$ cat config.mk
export PLATFORM = sky130hd
export DESIGN_NAME = reset_and_misc_control
export DESIGN_NICKNAME = d
export VERILOG_FILES = /design/src/core/rst_misc_pkg.sv /design/src/core/reset_and_misc_control.sv
export SDC_FILE = /design/constraint.sdc
export NUM_CORES = 1
export LEC_CHECK = 0
export BUFFER_PORTS_ARGS = -buffer_cell sky130_fd_sc_hd__buf_2
export CORE_MARGIN = 3
export CORE_UTILIZATION = 35
export DETAILED_ROUTE_END_ITERATION = 10
export PLACE_DENSITY = 0.72
export SKIP_CTS_REPAIR_TIMING = 1
export SYNTH_ARGS = -nofsm -noshare
export SYNTH_HDL_FRONTEND = slang
export SYNTH_SLANG_ARGS = --single-unit
$ cat constraint.sdc
create_clock -name aclk -period 2.43 [get_ports aclk]
set_input_delay 0.486 -clock aclk [delete_from_list [all_inputs] [get_ports aclk]]
set_output_delay 0.486 -clock aclk [all_outputs]
set_load 0.02 [all_outputs]
$ cat src/core/rst_misc_pkg.sv
package rst_misc_pkg;
	localparam logic [31:0] MISC_CONTROL_ADDR = 32'h0000_0044;
	localparam logic [31:0] STATUS_ADDR = 32'h0000_0048;
	localparam logic [7:0] MISC_RESET_VAL = 8'hfa;
	localparam logic [4:0] UPPER_ONES = 5'h1f;
	localparam int SYNC_BIT = 2;
	localparam int SENSE_BIT = 1;
	localparam int GUARD_BIT = 0;
	localparam int STABILISE_CYCLES = 4096;
	localparam int GUARD_PRESCALE = 1024;
	localparam logic [3:0] GUARD_MAX = 4'h8;
	localparam logic [15:0] RESET_VECTOR_HI = 16'h3ffe;
	localparam logic [15:0] RESET_VECTOR_LO = 16'h3fff;
	localparam logic [15:0] TIMER_COUNT_INIT = 16'hfffc;
	localparam logic [15:0] STACK_INIT = 16'h00ff;
	localparam logic [1:0] RESP_OKAY = 2'h0;
	localparam logic [1:0] RESP_SLVERR = 2'h2;
endpackage

$ cat src/core/reset_and_misc_control.sv
`timescale 1ns/1ps
// Operation
// - Upper five bits of misc_control always read as ones.
// - After any reset misc_control reads FAh: guard bit low, sense bit high.
// - Bit two is read-only and mirrors the frame sync level.
// - Sense bit 0 selects falling edge wake; 1 adds low-level wake.
// - Sense bit takes only the first register write after reset.
// - Writing one to the guard bit clears the watchdog counter.
// - Programmable option: guard bit low at reset; setting it enables watchdog.
// - Writing zero never disables a running watchdog; only reset does.
// - CPU clock is the oscillator clock divided by two.
// - On reset exit fetch the vector at 3FFEh high and 3FFFh low.
// - Power-up holds reset for 4096 CPU cycles after oscillator starts.
// - After the delay reset holds while the reset pin stays low.
// - During power-up reset the device drives the reset pin low.
// - Watchdog timeout pulls the reset pin low, seen as external reset.
// - Resets clear timer prescaler and load timer counter with FFFCh.
// - Resets clear data direction registers and timer interrupt enables.
// - Resets set the stack pointer to 00FFh.
// - Resets set interrupt mask; wait and stop entry clear it.
// - Oscillator held off 4096 cycles on power-up and stop wake; stop_wake is not read, the stop hold starts at stop entry.
// - Resets clear EEPROM control, PWM/BRM, DAC and sync registers.
// - Enabled watchdog counter advances every 1024 CPU cycles.
// - Watchdog counter reaching 8 issues a system reset.
module reset_and_misc_control #(
	parameter int STABILISE = rst_misc_pkg::STABILISE_CYCLES, // Start-up delay in CPU cycles.
	parameter int PRESCALE = rst_misc_pkg::GUARD_PRESCALE, // Watchdog prescale in CPU cycles.
	parameter bit AUTO_ENABLE = 1'b0 // Watchdog enabled after start-up.
) (
	input wire logic aclk, // Oscillator-rate clock.
	input wire logic aresetn, // Power-on reset, active low.
	input wire logic [31:0] s_axi_awaddr, // Write address.
	input wire logic s_axi_awvalid, // Write address valid.
	output logic s_axi_awready, // Write address ready.
	input wire logic [31:0] s_axi_wdata, // Write data.
	input wire logic [3:0] s_axi_wstrb, // Write strobes.
	input wire logic s_axi_wvalid, // Write data valid.
	output logic s_axi_wready, // Write data ready.
	output logic [1:0] s_axi_bresp, // Write response.
	output logic s_axi_bvalid, // Write response valid.
	input wire logic s_axi_bready, // Write response ready.
	input wire logic [31:0] s_axi_araddr, // Read address.
	input wire logic s_axi_arvalid, // Read address valid.
	output logic s_axi_arready, // Read address ready.
	output logic [31:0] s_axi_rdata, // Read data.
	output logic [1:0] s_axi_rresp, // Read response.
	output logic s_axi_rvalid, // Read valid.
	input wire logic s_axi_rready, // Read ready.
	input wire logic osc_enable, // Oscillator running.
	input wire logic reset_pin_in, // Reset pin level.
	output logic reset_pin_out, // Reset pin driven value, always low.
	output logic reset_pin_oe_n, // Low while the device pulls the pin.
	input wire logic frame_sync_state, // Vsync level from the sync processor.
	input wire logic [7:0] wake_pins, // Port B wake inputs.
	input wire logic [7:0] wake_src_en, // Port B wake source selects.
	output logic wake_request, // Wake interrupt trigger: falling-edge pulse, or held while low when sense is set.
	input wire logic stop_enter, // Stop instruction executed.
	input wire logic wait_enter, // Wait instruction executed.
	input wire logic stop_wake, // Wake event out of stop; not read, stop ends after the start-up delay.
	output logic cpu_clk_en, // One pulse per CPU clock.
	output logic cpu_hold, // CPU held in reset or stabilisation.
	output logic periph_clear, // Peripheral reset pulse level.
	output logic osc_hold, // Oscillator disabled.
	output logic vector_fetch, // Pulse: fetch reset vector.
	output logic [15:0] vector_hi_addr, // Vector high byte address.
	output logic [15:0] vector_lo_addr, // Vector low byte address.
	output logic [15:0] timer_count_init, // Timer counter reset load.
	output logic [15:0] stack_init, // Stack pointer reset load.
	output logic int_mask, // Interrupt mask flag of condition_flags.
	output logic guard_running // Watchdog enabled.
);
	typedef enum logic [2:0] {ST_POR, ST_PIN, ST_RUN, ST_PULL, ST_STOP} seq_e;
	seq_e st_r, st_nxt;
	localparam logic [12:0] STAB_LAST = 13'(STABILISE - 1);
	localparam logic [10:0] PRE_LAST = 11'(PRESCALE - 1);
	logic div_r, div_nxt;
	logic pin_m_r, pin_s_r;
	logic [7:0] wake_m_r, wake_s_r;
	logic [12:0] cnt_r, cnt_nxt;
	logic [10:0] pre_r, pre_nxt;
	logic [3:0] gcnt_r, gcnt_nxt;
	logic run_r, run_nxt;
	logic sense_r, sense_nxt, written_r, written_nxt, guard_r, guard_nxt;
	logic mask_r, mask_nxt;
	logic [7:0] wprev_r;
	logic aw_r, aw_nxt, w_r, w_nxt, bv_r, bv_nxt, rv_r, rv_nxt;
	logic [31:0] awaddr_r, awaddr_nxt, wdata_r, wdata_nxt, rdata_r, rdata_nxt;
	logic [3:0] wstrb_r, wstrb_nxt;
	logic [1:0] bresp_r, bresp_nxt, rresp_r, rresp_nxt;
	logic vf_r, vf_nxt;
	logic timeout, do_write, guard_kick;
	logic [7:0] misc_rd;

	always_comb begin
		misc_rd = {rst_misc_pkg::UPPER_ONES, frame_sync_state, sense_r, guard_r};
	end

	// Pin synchroniser: the second stage is the only reader of the first.
	always_ff @(posedge aclk) begin
		if (!aresetn) begin
			pin_m_r <= 1'b0;
			pin_s_r <= 1'b0;
			wake_m_r <= 8'hff;
			wake_s_r <= 8'hff;
			wprev_r <= 8'hff;
		end else begin
			pin_m_r <= reset_pin_in;
			pin_s_r <= pin_m_r;
			wake_m_r <= wake_pins;
			wake_s_r <= wake_m_r;
			wprev_r <= wake_s_r;
		end
	end

	// Falling edge, or low level when sense is set.
	always_comb begin
		wake_request = |(wake_src_en & ((wprev_r & ~wake_s_r) | (sense_r ? ~wake_s_r : 8'h00)));
	end

	assign timeout = run_r && (gcnt_r == rst_misc_pkg::GUARD_MAX);
	assign do_write = aw_r && w_r && !bv_r;
	assign guard_kick = do_write && (awaddr_r == rst_misc_pkg::MISC_CONTROL_ADDR)
		&& wstrb_r[0] && wdata_r[rst_misc_pkg::GUARD_BIT];

	always_comb begin
		st_nxt = st_r;
		cnt_nxt = cnt_r;
		div_nxt = ~div_r;
		vf_nxt = 1'b0;
		case (st_r)
			ST_POR, ST_STOP: begin
				if (!osc_enable) begin
					cnt_nxt = '0;
				end else if (div_r) begin
					if (cnt_r == STAB_LAST) begin
						cnt_nxt = '0;
						st_nxt = (st_r == ST_STOP) ? ST_RUN : ST_PIN;
						vf_nxt = (st_r == ST_STOP) ? 1'b0 : pin_s_r;
					end else begin
						cnt_nxt = cnt_r + 13'h1;
					end
				end
			end
			ST_PIN: begin
				if (pin_s_r) begin
					st_nxt = ST_RUN;
					vf_nxt = 1'b1;
				end
			end
			ST_PULL: begin
				// Hold the pin low two CPU cycles, then treat it as an external reset.
				if (div_r) begin
					cnt_nxt = cnt_r + 13'h1;
				end
				if (div_r && cnt_r == 13'h1) begin
					cnt_nxt = '0;
					st_nxt = ST_PIN;
				end
			end
			default: begin
				if (!pin_s_r) begin
					st_nxt = ST_PIN;
				end else if (timeout || (stop_enter && run_r)) begin
					st_nxt = ST_PULL;
					cnt_nxt = '0;
				end else if (stop_enter) begin
					st_nxt = ST_STOP;
					cnt_nxt = '0;
				end
			end
		endcase
		if (st_r == ST_PIN && !pin_s_r) begin
			cnt_nxt = '0;
		end
	end

	always_ff @(posedge aclk) begin
		if (!aresetn) begin
			st_r <= ST_POR;
			cnt_r <= '0;
			div_r <= 1'b0;
			vf_r <= 1'b0;
		end else begin
			st_r <= st_nxt;
			cnt_r <= cnt_nxt;
			div_r <= div_nxt;
			vf_r <= vf_nxt;
		end
	end

	assign periph_clear = (st_r == ST_POR) || (st_r == ST_PIN) || (st_r == ST_PULL);

	// Watchdog, prescaler and mask flag.
	always_comb begin
		pre_nxt = pre_r;
		gcnt_nxt = gcnt_r;
		run_nxt = run_r;
		mask_nxt = mask_r;
		if (periph_clear) begin
			pre_nxt = '0;
			gcnt_nxt = '0;
			run_nxt = 1'b0;
			mask_nxt = 1'b1;
		end else begin
			if (AUTO_ENABLE || (guard_kick && !guard_r) || guard_r) begin
				run_nxt = 1'b1;
			end
			if (stop_enter || wait_enter) begin
				mask_nxt = 1'b0;
			end
			if (run_r && div_r) begin
				pre_nxt = (pre_r == PRE_LAST) ? 11'h0 : pre_r + 11'h1;
				if (pre_r == PRE_LAST && gcnt_r != rst_misc_pkg::GUARD_MAX) begin
					gcnt_nxt = gcnt_r + 4'h1;
				end
			end
			if (guard_kick) begin
				gcnt_nxt = '0;
			end
		end
	end

	always_ff @(posedge aclk) begin
		if (!aresetn) begin
			pre_r <= '0;
			gcnt_r <= '0;
			run_r <= 1'b0;
			mask_r <= 1'b1;
		end else begin
			pre_r <= pre_nxt;
			gcnt_r <= gcnt_nxt;
			run_r <= run_nxt;
			mask_r <= mask_nxt;
		end
	end

	// AXI4-Lite slave and misc_control register.
	always_comb begin
		aw_nxt = aw_r;
		w_nxt = w_r;
		awaddr_nxt = awaddr_r;
		wdata_nxt = wdata_r;
		wstrb_nxt = wstrb_r;
		bv_nxt = bv_r;
		bresp_nxt = bresp_r;
		rv_nxt = rv_r;
		rdata_nxt = rdata_r;
		rresp_nxt = rresp_r;
		sense_nxt = sense_r;
		written_nxt = written_r;
		guard_nxt = guard_r;
		if (s_axi_awvalid && !aw_r) begin
			aw_nxt = 1'b1;
			awaddr_nxt = s_axi_awaddr;
		end
		if (s_axi_wvalid && !w_r) begin
			w_nxt = 1'b1;
			wdata_nxt = s_axi_wdata;
			wstrb_nxt = s_axi_wstrb;
		end
		if (do_write) begin
			bv_nxt = 1'b1;
			aw_nxt = 1'b0;
			w_nxt = 1'b0;
			if (awaddr_r == rst_misc_pkg::MISC_CONTROL_ADDR) begin
				bresp_nxt = rst_misc_pkg::RESP_OKAY;
				if (wstrb_r[0]) begin
					if (!written_r) begin
						sense_nxt = wdata_r[rst_misc_pkg::SENSE_BIT];
					end
					written_nxt = 1'b1;
					guard_nxt = wdata_r[rst_misc_pkg::GUARD_BIT] | guard_r;
				end
			end else if (awaddr_r == rst_misc_pkg::STATUS_ADDR) begin
				bresp_nxt = rst_misc_pkg::RESP_OKAY;
			end else begin
				bresp_nxt = rst_misc_pkg::RESP_SLVERR;
			end
		end
		if (bv_r && s_axi_bready) begin
			bv_nxt = 1'b0;
		end
		if (s_axi_arvalid && !rv_r) begin
			rv_nxt = 1'b1;
			if (s_axi_araddr == rst_misc_pkg::MISC_CONTROL_ADDR) begin
				rdata_nxt = {24'h0, misc_rd};
				rresp_nxt = rst_misc_pkg::RESP_OKAY;
			end else if (s_axi_araddr == rst_misc_pkg::STATUS_ADDR) begin
				rdata_nxt = {22'h0, st_r, gcnt_r, mask_r, run_r, cpu_hold};
				rresp_nxt = rst_misc_pkg::RESP_OKAY;
			end else begin
				rdata_nxt = '0;
				rresp_nxt = rst_misc_pkg::RESP_SLVERR;
			end
		end else if (rv_r && s_axi_rready) begin
			rv_nxt = 1'b0;
		end
		if (periph_clear) begin
			sense_nxt = rst_misc_pkg::MISC_RESET_VAL[rst_misc_pkg::SENSE_BIT];
			written_nxt = 1'b0;
			guard_nxt = AUTO_ENABLE;
		end
	end

	always_ff @(posedge aclk) begin
		if (!aresetn) begin
			aw_r <= 1'b0;
			w_r <= 1'b0;
			awaddr_r <= '0;
			wdata_r <= '0;
			wstrb_r <= '0;
			bv_r <= 1'b0;
			bresp_r <= '0;
			rv_r <= 1'b0;
			rdata_r <= '0;
			rresp_r <= '0;
			sense_r <= rst_misc_pkg::MISC_RESET_VAL[rst_misc_pkg::SENSE_BIT];
			written_r <= 1'b0;
			guard_r <= 1'b0;
		end else begin
			aw_r <= aw_nxt;
			w_r <= w_nxt;
			awaddr_r <= awaddr_nxt;
			wdata_r <= wdata_nxt;
			wstrb_r <= wstrb_nxt;
			bv_r <= bv_nxt;
			bresp_r <= bresp_nxt;
			rv_r <= rv_nxt;
			rdata_r <= rdata_nxt;
			rresp_r <= rresp_nxt;
			sense_r <= sense_nxt;
			written_r <= written_nxt;
			guard_r <= guard_nxt;
		end
	end

	assign s_axi_awready = !aw_r;
	assign s_axi_wready = !w_r;
	assign s_axi_bvalid = bv_r;
	assign s_axi_bresp = bresp_r;
	assign s_axi_arready = !rv_r;
	assign s_axi_rvalid = rv_r;
	assign s_axi_rdata = rdata_r;
	assign s_axi_rresp = rresp_r;
	assign reset_pin_out = 1'b0;
	assign reset_pin_oe_n = !((st_r == ST_POR) || (st_r == ST_PULL));
	assign cpu_clk_en = div_r;
	assign cpu_hold = (st_r != ST_RUN);
	assign osc_hold = (st_r == ST_POR) || (st_r == ST_STOP);
	assign vector_fetch = vf_r;
	assign vector_hi_addr = rst_misc_pkg::RESET_VECTOR_HI;
	assign vector_lo_addr = rst_misc_pkg::RESET_VECTOR_LO;
	assign timer_count_init = rst_misc_pkg::TIMER_COUNT_INIT;
	assign stack_init = rst_misc_pkg::STACK_INIT;
	assign int_mask = mask_r;
	assign guard_running = run_r;

	chk_upper_ones: assert property (@(posedge aclk) disable iff (!aresetn)
		rv_r && !$past(rv_r) && $past(s_axi_araddr) == rst_misc_pkg::MISC_CONTROL_ADDR
		|-> rdata_r[7:3] == 5'h1f) else $error("upper bits not ones");
	chk_reset_value: assert property (@(posedge aclk) disable iff (!aresetn)
		periph_clear |=> sense_r == rst_misc_pkg::MISC_RESET_VAL[rst_misc_pkg::SENSE_BIT]
		&& !written_r) else $error("misc not cleared");
	chk_sense_once: assert property (@(posedge aclk) disable iff (!aresetn)
		written_r && !periph_clear |=> $stable(sense_r)) else $error("sense rewritten");
	chk_kick_clears: assert property (@(posedge aclk) disable iff (!aresetn)
		guard_kick && !periph_clear |=> gcnt_r == 4'h0) else $error("kick ignored");
	chk_guard_sticky: assert property (@(posedge aclk) disable iff (!aresetn)
		run_r && !periph_clear |=> run_r) else $error("watchdog stopped");
	chk_div_two: assert property (@(posedge aclk) disable iff (!aresetn)
		div_r |=> !div_r) else $error("clock divide wrong");
	chk_pin_drive: assert property (@(posedge aclk) disable iff (!aresetn)
		st_r == ST_POR |-> !reset_pin_oe_n) else $error("pin not driven");
	chk_timeout_pull: assert property (@(posedge aclk) disable iff (!aresetn)
		st_r == ST_RUN && timeout && pin_s_r |=> st_r == ST_PULL) else $error("no pull");
	chk_pin_hold: assert property (@(posedge aclk) disable iff (!aresetn)
		st_r == ST_PIN && !pin_s_r |=> st_r == ST_PIN) else $error("left reset");
	cov_por_done: cover property (@(posedge aclk) disable iff (!aresetn) vf_r);
	cov_pull: cover property (@(posedge aclk) disable iff (!aresetn) st_r == ST_PULL);
	cov_stop: cover property (@(posedge aclk) disable iff (!aresetn) st_r == ST_STOP);
endmodule // reset_and_misc_control

## Word-level counts from Yosys, hierarchy flattened

Cells that the tools add are included.
Widths: inputs -> output; s select.

| storage, ports and cells | value |
|---|---|
| register bits after elaboration | 139 |
| input bits | 129 |
| logic and storage cells | 141 |

| cells by class | value |
|---|---|
| add/sub/neg operators | 3 |
| eq/ne operators | 21 |
| mux-type cells | 35 |
| bitwise operators | 9 |
| reduce and logical (&&, ||, !) cells | 47 |

Operators by type and width:

| cell | number |
|---|---|
| $eq 32x7->1 const B | 4 |
| $mux 13 | 8 |
| $pmux 13 s3 | 1 |
| $mux 3 | 8 |
| $mux 10 | 2 |
| $logic_and 1x1->1 | 17 |
| $and 8x8->8 | 2 |
| $add 13x1->13 const B | 1 |
| $eq 13x1->1 const B | 1 |
| $eq 13x12->1 const B | 1 |
| $add 11x1->11 const B | 1 |
| $eq 11x10->1 const B | 1 |
| $mux 11 | 1 |
| $mux 2 | 5 |
| $ne 2x2->1 const B | 5 |
| $reduce_or 2->1 | 5 |
| $pmux 3 s3 | 1 |
| $mux 8 | 1 |
| $not 8->8 | 1 |
| $or 8x8->8 | 1 |
| $reduce_or 8->1 | 1 |
| $logic_not 1->1 | 7 |
| $logic_or 1x1->1 | 7 |
| $mux 1 | 7 |
| 22 further kinds | 26 |

## Longest topological paths before layout

| logic depth | value |
|---|---|
| depth in word-level cells | 7 |
| gate-level depth with buffers | 7 |
| gate-level depth less buffers | 7 |

## Worst setup path after synthesis

OpenSTA, ideal clock, no wires.

| path | value |
|---|---|
| path type | reg-to-reg |
| from | register gcnt_r[0] |
| to | register cnt_r[6] |
| arrival | 1,768 ps |
| path slack | 545 ps |
| stages on the path, launching flop included | 8 |
| path buffers | 0 |
| clock period less this slack | 1,885 ps |
| path through | dfxtp_1 inv_1 ha_1 nand4b_2 a2111o_1 and3_4 a31o_1 a22o_1 |

| on the way | value |
|---|---|
| cells in the longest elaborated chain, start to end | 6 |

RTL lines:

| element | line | source |
|---|---|---|
| from (decl) | reset_and_misc_control.sv:81 | `logic [3:0] gcnt_r, gcnt_nxt;` |
| from (signal assigned) | reset_and_misc_control.sv:231 | `gcnt_r <= gcnt_nxt;` |
| $eq 4x4->1 * | reset_and_misc_control.sv:120 | `assign timeout = run_r && (gcnt_r == rst_misc_pkg::GUARD_MAX);` |
| $logic_and 1x1->1 * | reset_and_misc_control.sv:120 |  |
| $logic_or 1x1->1 * | reset_and_misc_control.sv:163 | `end else if (timeout \|\| (stop_enter && run_r)) begin` |
| $mux 13 | reset_and_misc_control.sv:163 |  |
| $mux 13 | reset_and_misc_control.sv:161 | `if (!pin_s_r) begin` |
| $pmux 13 s3 | reset_and_misc_control.sv:130 | `case (st_r)` |
| to (signal assigned) | reset_and_misc_control.sv:185 | `cnt_r <= cnt_nxt;` |
| to (decl) | reset_and_misc_control.sv:79 | `logic [12:0] cnt_r, cnt_nxt;` |

Every way passes the cells marked *; elsewhere a longest branch is shown, timed or not. The select of a mux whose other input is x is not followed.
A chain may end at the register's enable or synchronous reset.

## Worst setup path after layout

| path | value |
|---|---|
| from | register st_r[0] |
| to | output reset_pin_oe_n |

| on the way | value |
|---|---|
| cells in the longest elaborated chain, start to end | 3 |

RTL lines:

| element | line | source |
|---|---|---|
| from (decl) | reset_and_misc_control.sv:73 | `seq_e st_r, st_nxt;` |
| from (signal assigned) | reset_and_misc_control.sv:184 | `st_r <= st_nxt;` |
| $eq 3x2->1 / $logic_not 3->1 (equally long branches) | reset_and_misc_control.sv:346 | `assign reset_pin_oe_n = !((st_r == ST_POR) \|\| (st_r == ST_PULL));` |
| $logic_or 1x1->1 * | reset_and_misc_control.sv:346 |  |
| $logic_not 1->1 * | reset_and_misc_control.sv:346 |  |
| to (decl) | reset_and_misc_control.sv:52 | `output logic reset_pin_oe_n,` |

Every way passes the cells marked *; elsewhere a longest branch is shown, timed or not.

==> results summary <==
The run finished with clean final reports. The highest clock frequency the design can meet came out at 456 MHz. Across the run, the number of max-cap violations was 0. After clock tree synthesis, the clock-pin slew on the worst setup and hold paths is 0.05 ns. The area growth from synthesis to final layout is 19.3%.

The number of nets at the end of the flow came out at 921. The number of vias in the routed layout is 4,606. The synthesized flop and latch total is 115. Of the available clock period, the critical path in the final layout requires 0.902. The tree built by TritonCTS fans out to 115 sinks. The count of nets left with antenna violations once routing finished came out at 0. The placed wire-length estimate after detailed placement is 9230 um.

The xor and xnor fraction of the mapped netlist area came out at 0.0237. The headroom to the max-slew limit is 0.560. The cell type with the highest aggregate area in the netlist is sky130_fd_sc_hd__dfxtp_1.

The detailed-router iteration count before antenna repair came out at 4. After synthesis, the largest family of logic cells by area is simple AND/OR/NAND/NOR gates. The boundary pin count is 244. The share of post-route cells with drive strength above 1 is 0.209. Yosys attributes the largest share of cell area to sky130_fd_sc_hd__dfxtp_1 42%, sky130_fd_sc_hd__buf_4 12%, sky130_fd_sc_hd__nand2_1 6.9%, sky130_fd_sc_hd__a21oi_1 4.5%, sky130_fd_sc_hd__nand2b_1 3.2%.

The number of DRC violations after detailed routing came out at 0. For this run, the number of Yosys warnings is 0. Setup repair after global routing left no endpoint under its margin. The initial antenna violation count is 0. The wire length of the first global-routing pass came out at 19,800 um. The number of different library cells in the post-synthesis netlist is 64. Setup violations remaining at the end of the flow were counted as 0. The count of flip-flops with a built-in enable after synthesis came out at 0.

STA puts the critical path data arrival time at about 1.7 ns. The maximum fanout along the worst path is 11. For the pin with the worst max-slew slack, the measured transition is 0.660 ns. The mux contribution to synthesized area came out at 0.00904. The total global routing track utilization came out at 0.139. Input and output buffers added on the ports amount to 120. The number of pins exceeding their max-slew limit in the final report came out at 0. The number of standard cells in the final layout excluding fillers is 1,010. The die is 132 um tall. The clock arrives with around 0.0053 ns of skew. The post-synthesis average cell area is 8.32 sq um. The clock buffer count from CTS came out at 17. The aggregate routed wire length came out at between 10,000 and 15,000 um. The clock period minus final worst setup slack came out at roughly 2.2 ns. The worst-case IR drop observed on VDD is approximately 0.49 mV. The library cell used most frequently in the layout, excluding fill and tap cells, is sky130_fd_sc_hd__buf_2. CTS placed an instance of sky130_fd_sc_hd__clkbuf_16 at the clock tree root. The cell area that synthesis handed to floorplanning was 5540 sq um. Of the total synthesized cell area, the portion taken by AND, OR, NAND and NOR gates is 0.263. The average detailed-routed wire length per instance is between 10 and 15 um. The data required time of the critical path came out at around 1.9 ns. The number of vias per cell after detailed routing is around 4.6. The compound-cell area share of the yosys netlist is 0.127. Entering global routing, the biggest net connects 44 pins.

The total core area is 15,300 sq um. The category of the critical setup timing path is reg2out. The clock tree from TritonCTS is done.

The routability-driven placement congestion ratio is 0.837. The die is 132 um wide. The post-synthesis adder-cell area fraction came out at 0.0113. The gate count of the mapped netlist is 665. The tightest min-delay check is of the in2reg type. The number of failing hold endpoints at the final stage is 0.

The die covers about 17,000 sq um. After the first detailed-routing iteration, the DRC count stood at 209. The starting utilization of the core area came out at 0.361.

The share of the synthesized area in the top cell type is 0.416. The number of inserted diodes is 0. The worst setup path is captured at an output pin.

The clock latency reported for the late side of the worst-skew pair came out at about 0.42 ns. The worst setup path is launched from a flip-flop. Counting along the longest clock path gives a buffer depth of 2. The total congestion overflow after global routing came out at 0. The H-tree was split into 4 levels. In the layout the commonest cells are 120 x sky130_fd_sc_hd__buf_2, 115 x sky130_fd_sc_hd__dfxtp_1, 102 x sky130_fd_sc_hd__nand2_1. The final sum of negative setup slack came out at 0 ns. The number of rows in the core area is 45.

The share of synthesized flip-flops with an asynchronous set or reset is 0. The via count of the first global-routing pass is 4,210. The total instance count after detailed placement came out at 979.

The cell leakage power came out at 2.80 nW. For this run, the leading register cell type out of synthesis is sky130_fd_sc_hd__dfxtp_1. The total power divided by cell area is 813 nW/um^2. The sequential element share of the synthesized area is 0.416.
-- routing by layer --
metal / track usage / wire length [um] / vias to the layer above
li1: - / - / 2341
met1: 0.173 / 5520 / 2069
met2: 0.221 / 5720 / 173
met3: 0.0458 / 880 / 23
met4: 0.0618 / 278 / 0
met5: 0 / 0 / -
-- cell usage after synthesis (3+ instances only) --
| master | instances |
|---|---|
| sky130_fd_sc_hd__buf_4 | 90 |
| sky130_fd_sc_hd__nor4b_1 | 5 |
| sky130_fd_sc_hd__nand3_1 | 8 |
| sky130_fd_sc_hd__nor3_1 | 4 |
| sky130_fd_sc_hd__xnor2_1 | 7 |
| sky130_fd_sc_hd__nand3b_1 | 3 |
| sky130_fd_sc_hd__nand2b_1 | 28 |
| sky130_fd_sc_hd__o21ai_0 | 17 |
| sky130_fd_sc_hd__and3_1 | 5 |
| sky130_fd_sc_hd__clkbuf_1 | 17 |
| sky130_fd_sc_hd__nor4_1 | 20 |
| sky130_fd_sc_hd__a21oi_1 | 50 |
| sky130_fd_sc_hd__nand2_1 | 102 |
| sky130_fd_sc_hd__and2_1 | 15 |
| sky130_fd_sc_hd__a22oi_1 | 8 |
| sky130_fd_sc_hd__mux2i_1 | 5 |
| sky130_fd_sc_hd__nor2b_1 | 16 |
| sky130_fd_sc_hd__buf_2 | 3 |
| sky130_fd_sc_hd__nor2_1 | 43 |
| sky130_fd_sc_hd__a22o_1 | 3 |
| sky130_fd_sc_hd__a31oi_1 | 3 |
| sky130_fd_sc_hd__inv_1 | 15 |
| sky130_fd_sc_hd__ha_1 | 5 |
| sky130_fd_sc_hd__dfxtp_1 | 115 |
| sky130_fd_sc_hd__a32oi_1 | 3 |
| sky130_fd_sc_hd__nand4_1 | 15 |
| sky130_fd_sc_hd__xor2_1 | 8 |
| sky130_fd_sc_hd__or3_1 | 3 |
-- per-stage QoR --
stage,cell area (sq um),hold slack [ns],setup slack [ns],util,total power [mW]
global placement,6030,0.390,0.351,0.394,2.98
finish,6600,0.243,0.239,0.431,5.37
global route,6600,0.237,0.132,0.431,5.61
CTS,6600,0.227,0.220,0.431,5.42
floorplan,5860,0.386,0.545,-,2.82
detailed placement,6030,0.391,0.336,0.394,2.98
-- state kept, by name, indices dropped and copies added, names as in the netlist, 2 cells and up --
register and flops:
pre_r 11, awaddr_r 32, wdata_r 2, wprev_r 8, wake_s_r 8, s_axi_rdata 10, wake_m_r 8, cnt_r 13
gcnt_r 4, st_r 3
-- cell families (layout without fill, tap and decap cells) --
logic type | after synthesis | in the layout
fa+ha+maj | 5 | 5
flops | 115 | 115
other cells | 2 | 89
buf+inv | 128 | 175
mux | 5 | 5
xor+xnor | 15 | 15
simple gates | 283 | 283
compound gates | 112 | 112
-- worst max-delay path: stages (launching register included) --
cell	delay, ns
sky130_fd_sc_hd__dfxtp_1	0.55
sky130_fd_sc_hd__nor2_2	0.17
sky130_fd_sc_hd__o21ai_0	0.33
sky130_fd_sc_hd__buf_2	0.23
-- final cells by class --
cell class | instances | area (sq um)
repair buffers | 128 | 661
fillers | 1563 | 8710
flip-flops and latches | 115 | 2300
multi-input cells | 509 | 2740
clock inverters | 12 | 133
inverters | 16 | 60.1
clock buffers | 19 | 443
well taps | 211 | 264
-- power by group --
group	leakage, nW	switching [mW]	internal [mW]
clock network	0.264	0.884	1.53
registers	0.939	0.0832	1.97
logic	1.59	0.606	0.302
-- worst paths after layout --
kind / start / endpoint / slack [ns] / depth (start not counted)
worst max register to register: gcnt_r[0] / cnt_r[4] / 0.33 / 7
worst min register to register: wake_m_r[2] / wake_s_r[2] / 0.40 / 1
worst max-delay path: st_r[0] / reset_pin_oe_n / 0.24 / 3
worst min-delay path: s_axi_rready / s_axi_rvalid / 0.24 / 2
Note: power is estimated with default switching activity, not from simulation.
